## src/logic/rtpg_regs.vh

```
// Constants for the ringer tone PWM generator: register indices, field
// positions, reset values and tone timing.
// Assumes a 125 MHz system clock and a 32-bit Avalon-MM register port.
`ifndef RTPG_REGS_VH
`define RTPG_REGS_VH

// ==========================================================================
// Register indices (byte address = index * 4)
// ==========================================================================
`define RTPG_IDX_CLOCK_GATE     12'h1a0
`define RTPG_IDX_CH1_CONTROL    12'h1a2
`define RTPG_IDX_CH1_FREQUENCY  12'h1a3
`define RTPG_IDX_CH2_CONTROL    12'h1a4
`define RTPG_IDX_CH2_FREQUENCY  12'h1a5
`define RTPG_IDX_STATUS         12'h1a6

// ==========================================================================
// Field positions
// ==========================================================================
`define RTPG_CLK_ON_BIT         7
`define RTPG_TONE_ON_BIT        7
`define RTPG_VOL_MSB            4
`define RTPG_VOL_LSB            0
`define RTPG_STAT_CH1_PWM_BIT   0
`define RTPG_STAT_CH2_PWM_BIT   1
`define RTPG_STAT_CH1_RUN_BIT   2
`define RTPG_STAT_CH2_RUN_BIT   3
`define RTPG_STAT_RING_BIT      4
`define RTPG_STAT_CH1_END_BIT   5
`define RTPG_STAT_CH2_END_BIT   6
`define RTPG_STAT_CLK_BIT       7

// ==========================================================================
// Reset values
// ==========================================================================
`define RTPG_RST_CLOCK_GATE     8'h00
`define RTPG_RST_CONTROL        8'h00
`define RTPG_RST_FREQUENCY      8'h00

// ==========================================================================
// Tone timing
// ==========================================================================
`define RTPG_SYS_HZ             125000000
`define RTPG_REF_HZ             12288000
`define RTPG_REF_DIV            16
`define RTPG_TICK_HZ            (`RTPG_REF_HZ / `RTPG_REF_DIV)
`define RTPG_STEPS              32
`define RTPG_NCO_W              27

`endif

```

## src/logic/rtpg_top.v

```verilog
// Ringer tone PWM generator: register file on Avalon-MM, 768 kHz tick
// source, two tone channels and the mix toward the speakerphone driver.
// Assumes all inputs are synchronous to ref_clk at 125 MHz.
`timescale 1ns/1ps
`include "rtpg_regs.vh"

// Functional notes
// - Two independent tone channels, both mixed to speaker output during ring.
// - Each channel has 32 volume levels in control bits 4 to 0.
// - Volume zero mutes the channel whatever its enable.
// - Tone is 12.288 MHz / 16 / 32 / N, N from 1 to 256.
// - Frequency value F gives 768 kHz / (32 * (F + 1)).
// - Clock register bit 7 runs or stops the tone clock.
// - Channel enable bit updates only while the clock enable is set.
// - Control bit 7 enables the channel's tone output.
module rtpg_top (
    // Clock and reset
    input  wire        ref_clk,
    input  wire        resetn,
    // Avalon-MM register slave
    input  wire [13:0] avs_address,
    input  wire        avs_read,
    input  wire        avs_write,
    input  wire [31:0] avs_writedata,
    input  wire [3:0]  avs_byteenable,
    output reg  [31:0] avs_readdata,
    output wire        avs_waitrequest,
    // Call state
    input  wire        ring_on,
    // Tone outputs
    output wire        tone1_pwm,
    output wire        tone2_pwm,
    output reg  [1:0]  tone_mix
);

    // ======================================================================
    // Constants
    // ======================================================================
    // Integer rates are cut to the accumulator width on purpose; both fit
    localparam integer           NCO_INC_I  = `RTPG_TICK_HZ;
    localparam integer           NCO_WRAP_I = `RTPG_SYS_HZ;
    localparam [`RTPG_NCO_W-1:0] NCO_INC    = NCO_INC_I[`RTPG_NCO_W-1:0];
    localparam [`RTPG_NCO_W-1:0] NCO_WRAP   = NCO_WRAP_I[`RTPG_NCO_W-1:0];

    // Bus handshake states, one-hot
    localparam [1:0]             BUS_IDLE   = 2'b01;
    localparam [1:0]             BUS_ACK    = 2'b10;

    // ======================================================================
    // Functions
    // ======================================================================
    // Byte address hits a register index
    function hit;
        input [13:0] addr;
        input [11:0] idx;
        begin
            hit = (addr == {idx, 2'b00});
        end
    endfunction

    // Control readback, reserved bits as zero
    function [7:0] ctl_view;
        input       en;
        input [4:0] vol;
        begin
            ctl_view = {en, 2'b00, vol};
        end
    endfunction

    // ======================================================================
    // Registers and state
    // ======================================================================
    reg                     clk_on_reg;
    reg                     ch1_en_reg;
    reg  [4:0]              ch1_vol_reg;
    reg  [7:0]              channel1_divisor_reg;
    reg                     ch2_en_reg;
    reg  [4:0]              ch2_vol_reg;
    reg  [7:0]              channel2_divisor_reg;
    reg  [1:0]              bus_state_reg;
    reg  [1:0]              bus_state_next;
    reg                     ch1_end_reg;
    reg                     ch2_end_reg;
    reg  [`RTPG_NCO_W-1:0]  nco_reg;
    reg  [`RTPG_NCO_W:0]    nco_sum;
    reg                     tick_reg;
    reg  [7:0]              rd_mux;
    reg  [7:0]              status_view;

    wire                    ch1_done;
    wire                    ch2_done;
    wire                    bus_ack    = (bus_state_reg == BUS_ACK);
    wire                    req        = avs_read || avs_write;
    wire                    wr_take    = avs_write && bus_ack && avs_byteenable[0];
    wire                    stat_clr   = avs_read && !bus_ack &&
                                         hit(avs_address, `RTPG_IDX_STATUS);
    wire                    ch1_run    = clk_on_reg && ch1_en_reg;
    wire                    ch2_run    = clk_on_reg && ch2_en_reg;

    // ======================================================================
    // Bus handshake
    // ======================================================================
    // One wait cycle: read data is registered in the first cycle and stands
    // in the second, where waitrequest drops.
    assign avs_waitrequest = req && !bus_ack;

    // A request held past its acknowledge starts a fresh access, so a
    // master that keeps read or write up sees every other cycle stalled.
    always @* begin
        bus_state_next = bus_state_reg;
        case (bus_state_reg)
            BUS_IDLE: begin
                if (req) begin
                    bus_state_next = BUS_ACK;
                end
            end
            BUS_ACK: begin
                bus_state_next = BUS_IDLE;
            end
            default: begin
                // Illegal codes fall back to idle
                bus_state_next = BUS_IDLE;
            end
        endcase
    end

    always @(posedge ref_clk or negedge resetn) begin
        if (!resetn) begin
            bus_state_reg <= BUS_IDLE;
        end else begin
            bus_state_reg <= bus_state_next;
        end
    end

    // ======================================================================
    // Register writes
    // ======================================================================
    always @(posedge ref_clk or negedge resetn) begin
        if (!resetn) begin
            clk_on_reg           <= 1'b0;
            ch1_en_reg           <= 1'b0;
            ch1_vol_reg          <= 5'h00;
            channel1_divisor_reg <= `RTPG_RST_FREQUENCY;
            ch2_en_reg           <= 1'b0;
            ch2_vol_reg          <= 5'h00;
            channel2_divisor_reg <= `RTPG_RST_FREQUENCY;
        end else if (wr_take) begin
            if (hit(avs_address, `RTPG_IDX_CLOCK_GATE)) begin
                clk_on_reg <= avs_writedata[`RTPG_CLK_ON_BIT];
            end else if (hit(avs_address, `RTPG_IDX_CH1_CONTROL)) begin
                ch1_vol_reg <= avs_writedata[`RTPG_VOL_MSB:`RTPG_VOL_LSB];
                if (clk_on_reg) begin
                    ch1_en_reg <= avs_writedata[`RTPG_TONE_ON_BIT];
                end
            end else if (hit(avs_address, `RTPG_IDX_CH1_FREQUENCY)) begin
                channel1_divisor_reg <= avs_writedata[7:0];
            end else if (hit(avs_address, `RTPG_IDX_CH2_CONTROL)) begin
                ch2_vol_reg <= avs_writedata[`RTPG_VOL_MSB:`RTPG_VOL_LSB];
                if (clk_on_reg) begin
                    ch2_en_reg <= avs_writedata[`RTPG_TONE_ON_BIT];
                end
            end else if (hit(avs_address, `RTPG_IDX_CH2_FREQUENCY)) begin
                channel2_divisor_reg <= avs_writedata[7:0];
            end
        end
    end

    // ======================================================================
    // Register reads
    // ======================================================================
    always @* begin
        status_view = 8'h00;
        status_view[`RTPG_STAT_CH1_PWM_BIT] = tone1_pwm;
        status_view[`RTPG_STAT_CH2_PWM_BIT] = tone2_pwm;
        status_view[`RTPG_STAT_CH1_RUN_BIT] = ch1_run;
        status_view[`RTPG_STAT_CH2_RUN_BIT] = ch2_run;
        status_view[`RTPG_STAT_RING_BIT]    = ring_on;
        status_view[`RTPG_STAT_CH1_END_BIT] = ch1_end_reg;
        status_view[`RTPG_STAT_CH2_END_BIT] = ch2_end_reg;
        status_view[`RTPG_STAT_CLK_BIT]     = clk_on_reg;
    end

    always @* begin
        if (hit(avs_address, `RTPG_IDX_CLOCK_GATE)) begin
            rd_mux = {clk_on_reg, 7'h00};
        end else if (hit(avs_address, `RTPG_IDX_CH1_CONTROL)) begin
            rd_mux = ctl_view(ch1_en_reg, ch1_vol_reg);
        end else if (hit(avs_address, `RTPG_IDX_CH1_FREQUENCY)) begin
            rd_mux = channel1_divisor_reg;
        end else if (hit(avs_address, `RTPG_IDX_CH2_CONTROL)) begin
            rd_mux = ctl_view(ch2_en_reg, ch2_vol_reg);
        end else if (hit(avs_address, `RTPG_IDX_CH2_FREQUENCY)) begin
            rd_mux = channel2_divisor_reg;
        end else if (hit(avs_address, `RTPG_IDX_STATUS)) begin
            rd_mux = status_view;
        end else begin
            // Unmapped addresses read as zero
            rd_mux = 8'h00;
        end
    end

    always @(posedge ref_clk or negedge resetn) begin
        if (!resetn) begin
            avs_readdata <= 32'h0000_0000;
        end else if (avs_read && !bus_ack) begin
            avs_readdata <= {24'h00_0000, rd_mux};
        end
    end

    // ======================================================================
    // 768 kHz tick source
    // ======================================================================
    // The 12.288 MHz reference over 16 is synthesised by a phase accumulator,
    // exact on average; single ticks jitter by one system clock.
    always @* begin
        nco_sum = {1'b0, nco_reg} + {1'b0, NCO_INC};
    end

    always @(posedge ref_clk or negedge resetn) begin
        if (!resetn) begin
            nco_reg  <= {`RTPG_NCO_W{1'b0}};
            tick_reg <= 1'b0;
        end else if (!clk_on_reg) begin
            nco_reg  <= {`RTPG_NCO_W{1'b0}};
            tick_reg <= 1'b0;
        end else if (nco_sum >= {1'b0, NCO_WRAP}) begin
            nco_reg  <= nco_sum[`RTPG_NCO_W-1:0] - NCO_WRAP;
            tick_reg <= 1'b1;
        end else begin
            nco_reg  <= nco_sum[`RTPG_NCO_W-1:0];
            tick_reg <= 1'b0;
        end
    end

    // ======================================================================
    // Tone channels
    // ======================================================================
    rtpg_tone_chan u_chan1 (
        .ref_clk     (ref_clk),
        .resetn      (resetn),
        .run         (ch1_run),
        .tick        (tick_reg),
        .divisor     (channel1_divisor_reg),
        .volume      (ch1_vol_reg),
        .pwm_out     (tone1_pwm),
        .period_done (ch1_done)
    );

    rtpg_tone_chan u_chan2 (
        .ref_clk     (ref_clk),
        .resetn      (resetn),
        .run         (ch2_run),
        .tick        (tick_reg),
        .divisor     (channel2_divisor_reg),
        .volume      (ch2_vol_reg),
        .pwm_out     (tone2_pwm),
        .period_done (ch2_done)
    );

    // ======================================================================
    // Period-end flags
    // ======================================================================
    // Sticky per channel, so software can time the zero-volume period it
    // plays before a disable. A status read clears them at the edge that
    // captures the read data; a period end at that same edge wins, so no
    // end is lost between the capture and the clear.
    always @(posedge ref_clk or negedge resetn) begin
        if (!resetn) begin
            ch1_end_reg <= 1'b0;
            ch2_end_reg <= 1'b0;
        end else begin
            if (ch1_done) begin
                ch1_end_reg <= 1'b1;
            end else if (stat_clr) begin
                ch1_end_reg <= 1'b0;
            end
            if (ch2_done) begin
                ch2_end_reg <= 1'b1;
            end else if (stat_clr) begin
                ch2_end_reg <= 1'b0;
            end
        end
    end

    // ======================================================================
    // Mix toward the speakerphone driver
    // ======================================================================
    // A zero-volume period before disable is left to software, which can
    // time it with the period-end flags in the status register.
    always @(posedge ref_clk or negedge resetn) begin
        if (!resetn) begin
            tone_mix <= 2'b00;
        end else if (ring_on) begin
            tone_mix <= {1'b0, tone1_pwm} + {1'b0, tone2_pwm};
        end else begin
            tone_mix <= 2'b00;
        end
    end

endmodule // rtpg_top

```

## src/logic/rtpg_tone_chan.v

```verilog
// One tone channel: divides the 768 kHz tick by (divisor + 1) into 32 steps
// and forms a PWM waveform whose duty is volume/32.
// Assumes the tick is a one-cycle pulse in the ref_clk domain.
`timescale 1ns/1ps
`include "rtpg_regs.vh"

module rtpg_tone_chan (
    // Clock and reset
    input  wire       ref_clk,
    input  wire       resetn,
    // Control
    input  wire       run,
    input  wire       tick,
    input  wire [7:0] divisor,
    input  wire [4:0] volume,
    // Waveform
    output reg        pwm_out,
    output reg        period_done
);

    reg  [7:0] presc_reg;
    reg  [4:0] step_reg;
    wire       step_adv = tick && (presc_reg == divisor);

    // ======================================================================
    // Step and prescale counters
    // ======================================================================
    always @(posedge ref_clk or negedge resetn) begin
        if (!resetn) begin
            presc_reg   <= 8'h00;
            step_reg    <= 5'h00;
            period_done <= 1'b0;
        end else if (!run) begin
            // Stopped channel restarts from a clean period
            presc_reg   <= 8'h00;
            step_reg    <= 5'h00;
            period_done <= 1'b0;
        end else begin
            period_done <= step_adv && (step_reg == 5'h1f);
            if (step_adv) begin
                presc_reg <= 8'h00;
                step_reg  <= step_reg + 5'h01;
            end else if (tick) begin
                presc_reg <= presc_reg + 8'h01;
            end
        end
    end

    // ======================================================================
    // PWM output, high for the first volume steps of each period
    // ======================================================================
    always @(posedge ref_clk or negedge resetn) begin
        if (!resetn) begin
            pwm_out <= 1'b0;
        end else if (!run || (volume == 5'h00)) begin
            pwm_out <= 1'b0;
        end else begin
            pwm_out <= (step_reg < volume);
        end
    end

endmodule // rtpg_tone_chan

```

## config.mk

```make
export PLATFORM = sky130hd
export DESIGN_NAME = rtpg_top
export DESIGN_NICKNAME = d
export VERILOG_FILES = /design/src/logic/rtpg_top.v /design/src/logic/rtpg_tone_chan.v
export VERILOG_INCLUDE_DIRS = /design/src /design/src/logic
export SDC_FILE = /design/constraint.sdc
export NUM_CORES = 1
export LEC_CHECK = 0
export BUFFER_PORTS_ARGS = -buffer_cell sky130_fd_sc_hd__buf_4
export CORE_ASPECT_RATIO = 0.5
export CORE_MARGIN = 2
export CORE_UTILIZATION = 52
export DETAILED_ROUTE_END_ITERATION = 10
export PLACE_DENSITY_LB_ADDON = 0.12
export SYNTH_ARGS = -nofsm -noshare
export SYNTH_HDL_FRONTEND = slang
export SYNTH_SLANG_ARGS = --single-unit
```

## constraint.sdc

```tcl
create_clock -name ref_clk -period 2.7 [get_ports ref_clk]
set_clock_uncertainty 0.15 [all_clocks]
set_input_delay 0.27 -clock ref_clk [delete_from_list [all_inputs] [get_ports ref_clk]]
set_output_delay 0.27 -clock ref_clk [all_outputs]
set_load 0.01 [all_outputs]
```

======== After elaboration in Yosys (flattened, before gate mapping) ========
Index checks and enable logic that the tools add are counted.
storage, ports and cells
  register bits after elaboration ......... 101
  input bits .............................. 55
operators by class
  add/sub/neg operators ................... 7
  order comparisons ....................... 3
  equal/unequal tests ..................... 17
  mux-type cells .......................... 30
  bitwise logic cells ..................... 4
  reduce and logical (&&, ||, !) cells .... 28
operator list
  operator                                               count
  two-way mux 8 bit                                      12
  equality test 14 x 11 -> 1 bit, second input constant  6
  two-way mux 27 bit                                     2
  adder 27 x 20 -> 28 bit, second input constant         1
  >= comparator 28 x 27 -> 1 bit, second input constant  1
  subtractor 27 bit, second input constant               1
  two-way mux 5 bit                                      4
  adder 8 x 1 -> 8 bit, second input constant            2
  equality test 8 bit                                    2
  AND reduction 6 bit                                    2
  logical AND 1 bit                                      11
  adder 5 x 1 -> 5 bit, second input constant            2
  equality test 5 bit, second input constant             2
  logical NOT 5 bit                                      2
  less-than comparator 5 bit                             2
  two-way mux 1 bit                                      9
  AND reduction 4 bit                                    2
  two-way mux 2 bit                                      3
  != test 2 bit, second input constant                   3
  != test 3 bit, second input constant                   2
  AND reduction 5 bit                                    1
  inverter 1 bit                                         4
  nonzero test 2 bit                                     2
  logical NOT 1 bit                                      3
  6 further kinds                                        8

======== Depth between registers and ports, before layout ========
  word-level depth ........................ 7
  gate-level depth with buffers ........... 13

======== Cells and area by module ========
From an unflattened synthesis, not the netlist that was laid out.
second synthesis, totals
  cell total of the unflattened synthesis .. 621
  area total of the unflattened synthesis .. 5891.9 um^2
by module, submodules not included
  module          instances  cells an instance  area each (um^2)  sequential area each (um^2)
  rtpg_top        1          417                3945.0            1627.8
  rtpg_tone_chan  2          102                973.4             375.4

======== Worst setup path before layout ========
Ideal clock, no wire load.
  path type ............................... register -> register
  start point ............................. reg nco_reg[11]
  end point ............................... reg nco_reg[8]
  library setup time ...................... 0.119 ns
  data arrival time ....................... 2.582 ns
  data required time ...................... 2.431 ns
  path slack .............................. -0.151 ns
  stages on the path, launching flop included .. 14
  path buffers ............................ 3
  period minus slack after synthesis ...... 2.851 ns
  cell sequence ........................... dfrtp_1 buf_2 inv_1 ha_1 clkbuf_1 nand2b_2 a211oi_2 nor2_1 xor2_1 o2111a_2 o21ai_2 buf_4 o21a_1 o21a_1
on the way
  cells in the longest elaborated chain, start to end .. 4
RTL lines
  what                            RTL line        RTL
  start: declaration              rtpg_top.v:84   reg [`RTPG_NCO_W-1:0] nco_reg;
  start signal: assignment        rtpg_top.v:221  nco_reg <= {`RTPG_NCO_W{1'b0}};
  start signal: assignment        rtpg_top.v:224  nco_reg <= {`RTPG_NCO_W{1'b0}};
  start signal: assignment        rtpg_top.v:227  nco_reg <= nco_sum[`RTPG_NCO_W-1:0] - NCO_WRAP;
  adder 27 x 20 -> 28 bit         rtpg_top.v:216  nco_sum = {1'b0, nco_reg} + {1'b0, NCO_INC};
  >= comparator 28 x 27 -> 1 bit  rtpg_top.v:226  end else if (nco_sum >= {1'b0, NCO_WRAP}) begin
  two-way mux 27 bit              rtpg_top.v:226
  two-way mux 27 bit              rtpg_top.v:223  end else if (!clk_on_reg) begin
Every way passes these cells.
A chain may end at the register's enable or synchronous reset.

======== Final worst setup path ========
  start point ............................. reg nco_reg[12]
  end point ............................... reg nco_reg[13]
on the way
  cells in the longest elaborated chain, start to end .. 4
  elaborated cells between the ends (all ways) .. 5
RTL lines
  what                                                                        RTL line
  adder 27 x 20 -> 28 bit (*)                                                 rtpg_top.v:216
  subtractor 27 bit / >= comparator 28 x 27 -> 1 bit (equally long branches)  rtpg_top.v:227, rtpg_top.v:226
  two-way mux 27 bit (*)                                                      rtpg_top.v:226
  two-way mux 27 bit (*)                                                      rtpg_top.v:223
Every way passes the cells marked *; elsewhere a longest branch is shown, timed or not.

==> out/metrics.yaml <==
outcome:
  status: "complete, but fails checks"
  violations: "setup timing"
clock_network:
  cts_buffers: 9
  clockRootBuffer: "clkbuf_16"
  insertion_delay_ns: 0.35
  htree_levels: 3
  cts.reportedPaths.clkPinSlew_ns: 0.07
  cts_buffer_depth: 2
  cts_tree: "yes"
  cts.sinks: 95
yosys:
  synth_warnings: 0
  syn_inst: 589
  synth_seq_cells: 95
  synth.avg_cell_area_um2: 9.61
  synth_top_area_cell: "dfrtp_1"
  synthFlopType: "dfrtp_1"
  synthArstFlopShare_pct: 100
  synth_cell_types: 71
  syn_area_um2: 5660
  yosysSeqAreaShare_pct: 42.0
  synth_top_area_share_pct: 41.6
  yosys-top-cells-area: "dfrtp_1 42%, mux2_2 5.0%, xnor2_1 4.5%"
  synth_edf_count: 0
placement:
  gp_congestion: 0.851
  placed_area_um2: 6330
  io_buffers: 40
  dp_hpwl_um: 9350
critical_path:
  startpoint_type: "flop"
  crit_arrival_ns: 2.79
  criticalPathCategory: "flop to flop"
  cp-end-kind: "flop"
  worstPathRequired_ns: 2.77
  worstReg2RegStart: "nco_reg[12]$_DFF_PN0_"
  r2r_cells: 10
  worst_path_max_delay_cell: "dfrtp_1"
  r2r_end: "nco_reg[13]$_DFF_PN0_"
  cpMostUsedCell: "o211ai_1"
  crit_chain: "buf_6 -> o31a_1 -> o211ai_1 -> nand3b_4 -> a21boi_2 -> o2111a_2 -> buf_4 -> o21a_4 -> o211ai_1 -> a21oi_1"
  r2r_slack_ns: -0.02
  cpPeakStageDelay_ns: 0.40
  worstPathMaxFanout: 6
power_and_ir_drop:
  peakVddDrop_mv: 0.305
  power.leakage_uw: 0.00311
  powerDensity_nw_per_um2: 438
min_path:
  holdPathStages: 2
  hold_start: "avs_writedata[6]"
  min_path_type: "input pin to flop"
  min_to: "channel2_divisor_reg[6]$_DFFE_PN0P_"
final_layout:
  multi_input_area_um2: 3140
  seq_area_um2: 2380
  final_common_cell: "dfrtp_1"
  layout.nets: 748
  diodes: 0
  drive_gt1_share_pct: 26.3
  syn2layout_area_growth_pct: 21.0
  final_area_um2: 6850
  layout_common_cells: "94 x dfrtp_1, 92 x buf_4, 60 x nor2_1"
  largest_reg_flops: 21
  fillers: 861
sta:
  fin_ws_ns: -0.0235
  rsz0062_at_grt: "yes"
  slew_viol_final: 0
  worst_pin_slew_ns: 0.626
  fmax_mhz: 367
  relSlewSlack_pct: 57.2
  fin_tns_setup_ns: -0.0539
  period_share_pct: 101
  hold_viol_final: 0
  setup_violations: 6
  fin_crit_ns: 2.72
floorplanning:
  die_y_um: 77.8
  core_um2: 10400
  die_area_um2: 11800
  ioPinCount: 92
  start_util_pct: 54.4
  rows: 26
  die_x_um: 152
detailed_routing:
  detail_route.wl_per_cell_um: 16.3
  drt_iter0_drc: 279
  route.detailed.drc: 0
  ant_nets: 0
  drt_wl_total_um: 13300
  via_per_inst: 5.56
  dr_total_vias: 4563
  drtPass1Iterations: 5
global_routing:
  antenna_found_initial: 0
  grt_pass1_wl_um: 22400
  grt_pass1_vias: 4602
  grt_max_degree: 50
  grt_usage_pct: 24.2
  overflow: 0
job:
  drv_cap: 0
cell families after synthesis:
family          synth area share (%)
compound gates                  14.4
xor+xnor                        7.41
fa+ha+maj                       3.98
buf+inv                         6.59
flops                           42.0
mux                             6.57
other cells                   0.0663
simple gates                    18.9
final cells by class:
| type | instances | share of cell area, % |
|---|---|---|
| Clock buffer | 9 | 3.29 |
| Clock inverter | 7 | 0.932 |
| Inverter | 19 | 1.04 |
| Multi-Input combinational cell | 450 | 45.9 |
| Sequential cell | 95 | 34.7 |
| Tap cell | 140 | 2.56 |
| Timing Repair Buffer | 100 | 11.5 |
power breakdown:
part / switching (uW) / leakage [uW] / total (uW) / internal (uW)
Clock: 602 / 0.000141 / 1250 / 646
Sequential: 20.3 / 0.00127 / 1490 / 1470
Combinational: 148 / 0.00170 / 260 / 112
routing by layer:
layer | up-vias | wire, um | global-route usage (%) | share of wire, %
li1 | 2195 | - | - | -
met1 | 2235 | 6120 | 32.5 | 46
met2 | 112 | 6480 | 40.5 | 49
met3 | 21 | 572 | 4.94 | 4.3
met4 | 0 | 162 | 5.74 | 1.2
met5 | - | 0 | 0 | 0
how the worst max path moves through the flow:
stage | to | depth (start not counted) | startpoint | slack, ns
final | nco_reg[13]$_DFF_PN0_ | 10 | nco_reg[12]$_DFF_PN0_ | -0.02
after global routing | nco_reg[20]$_DFF_PN0_ | 10 | nco_reg[11]$_DFF_PN0_ | -0.15
after CTS | nco_reg[18]$_DFF_PN0_ | 10 | nco_reg[11]$_DFF_PN0_ | -0.00005
after detailed placement | nco_reg[18]$_DFF_PN0_ | 10 | nco_reg[11]$_DFF_PN0_ | -0.08
after global placement | nco_reg[18]$_DFF_PN0_ | 9 | nco_reg[12]$_DFF_PN0_ | -0.03
after floorplan | nco_reg[8]$_DFFE_PN0P_ | 13 | nco_reg[11]$_DFF_PN0_ | 0.0006
through the flow:
step           hold slack (ns)  util [%]  worst slack (ns)  cells  total power, uW
2_1_floorplan           -0.176         -          0.000587    612             1660
3_3_place_gp             0.178      60.8           -0.0293    791             1770
3_5_place_dp             0.184      60.8           -0.0780    791             1780
4_1_cts                0.00985      64.7        -0.0000493    817             3020
5_1_grt                 0.0189      65.8            -0.148    820             3110
6_report                0.0191      65.8           -0.0235    820             3000
synth_stat cells (3+ instances only):
cell,n
nor3b_1,3
a22oi_1,4
and3_1,12
buf_4,25
nor2b_1,12
mux2i_1,9
nand2b_1,9
a21o_1,9
o21a_1,3
o2111ai_1,4
nand4_1,12
a21oi_1,27
mux2_2,25
nand3_1,15
o21ai_0,23
clkbuf_1,19
o21ai_1,4
nand2_1,44
xnor2_1,29
nor2_1,61
a2111oi_0,4
inv_1,18
or3_1,3
xor2_1,17
a31oi_1,3
ha_1,18
a21oi_2,3
nor4_1,5
nor4b_1,3
o211ai_1,7
dfrtp_1,94
a41oi_1,3
a211oi_2,3
nor3_1,12
buf_2,3
timing repair:
item                                    in CTS  in global routing
hold buffers                                 2                  0
resized for setup                            6                 21
endpoints found under the setup margin      10                 22
pin swaps                                   11                 19
cloned                                       2                  0
buffers inserted                             6                  3
hold endpoints to repair                    47                  0
critical path, delay by kind of cell (launching register included):
kind | cells | cell delay, ns
AND/OR/NAND/NOR | 1 | 0.11
flip-flops | 1 | 0.40
buffers and inverters | 2 | 0.30
AO/OA/AOI/OAI | 7 | 1.64
Power figures use the tool's default switching activity.
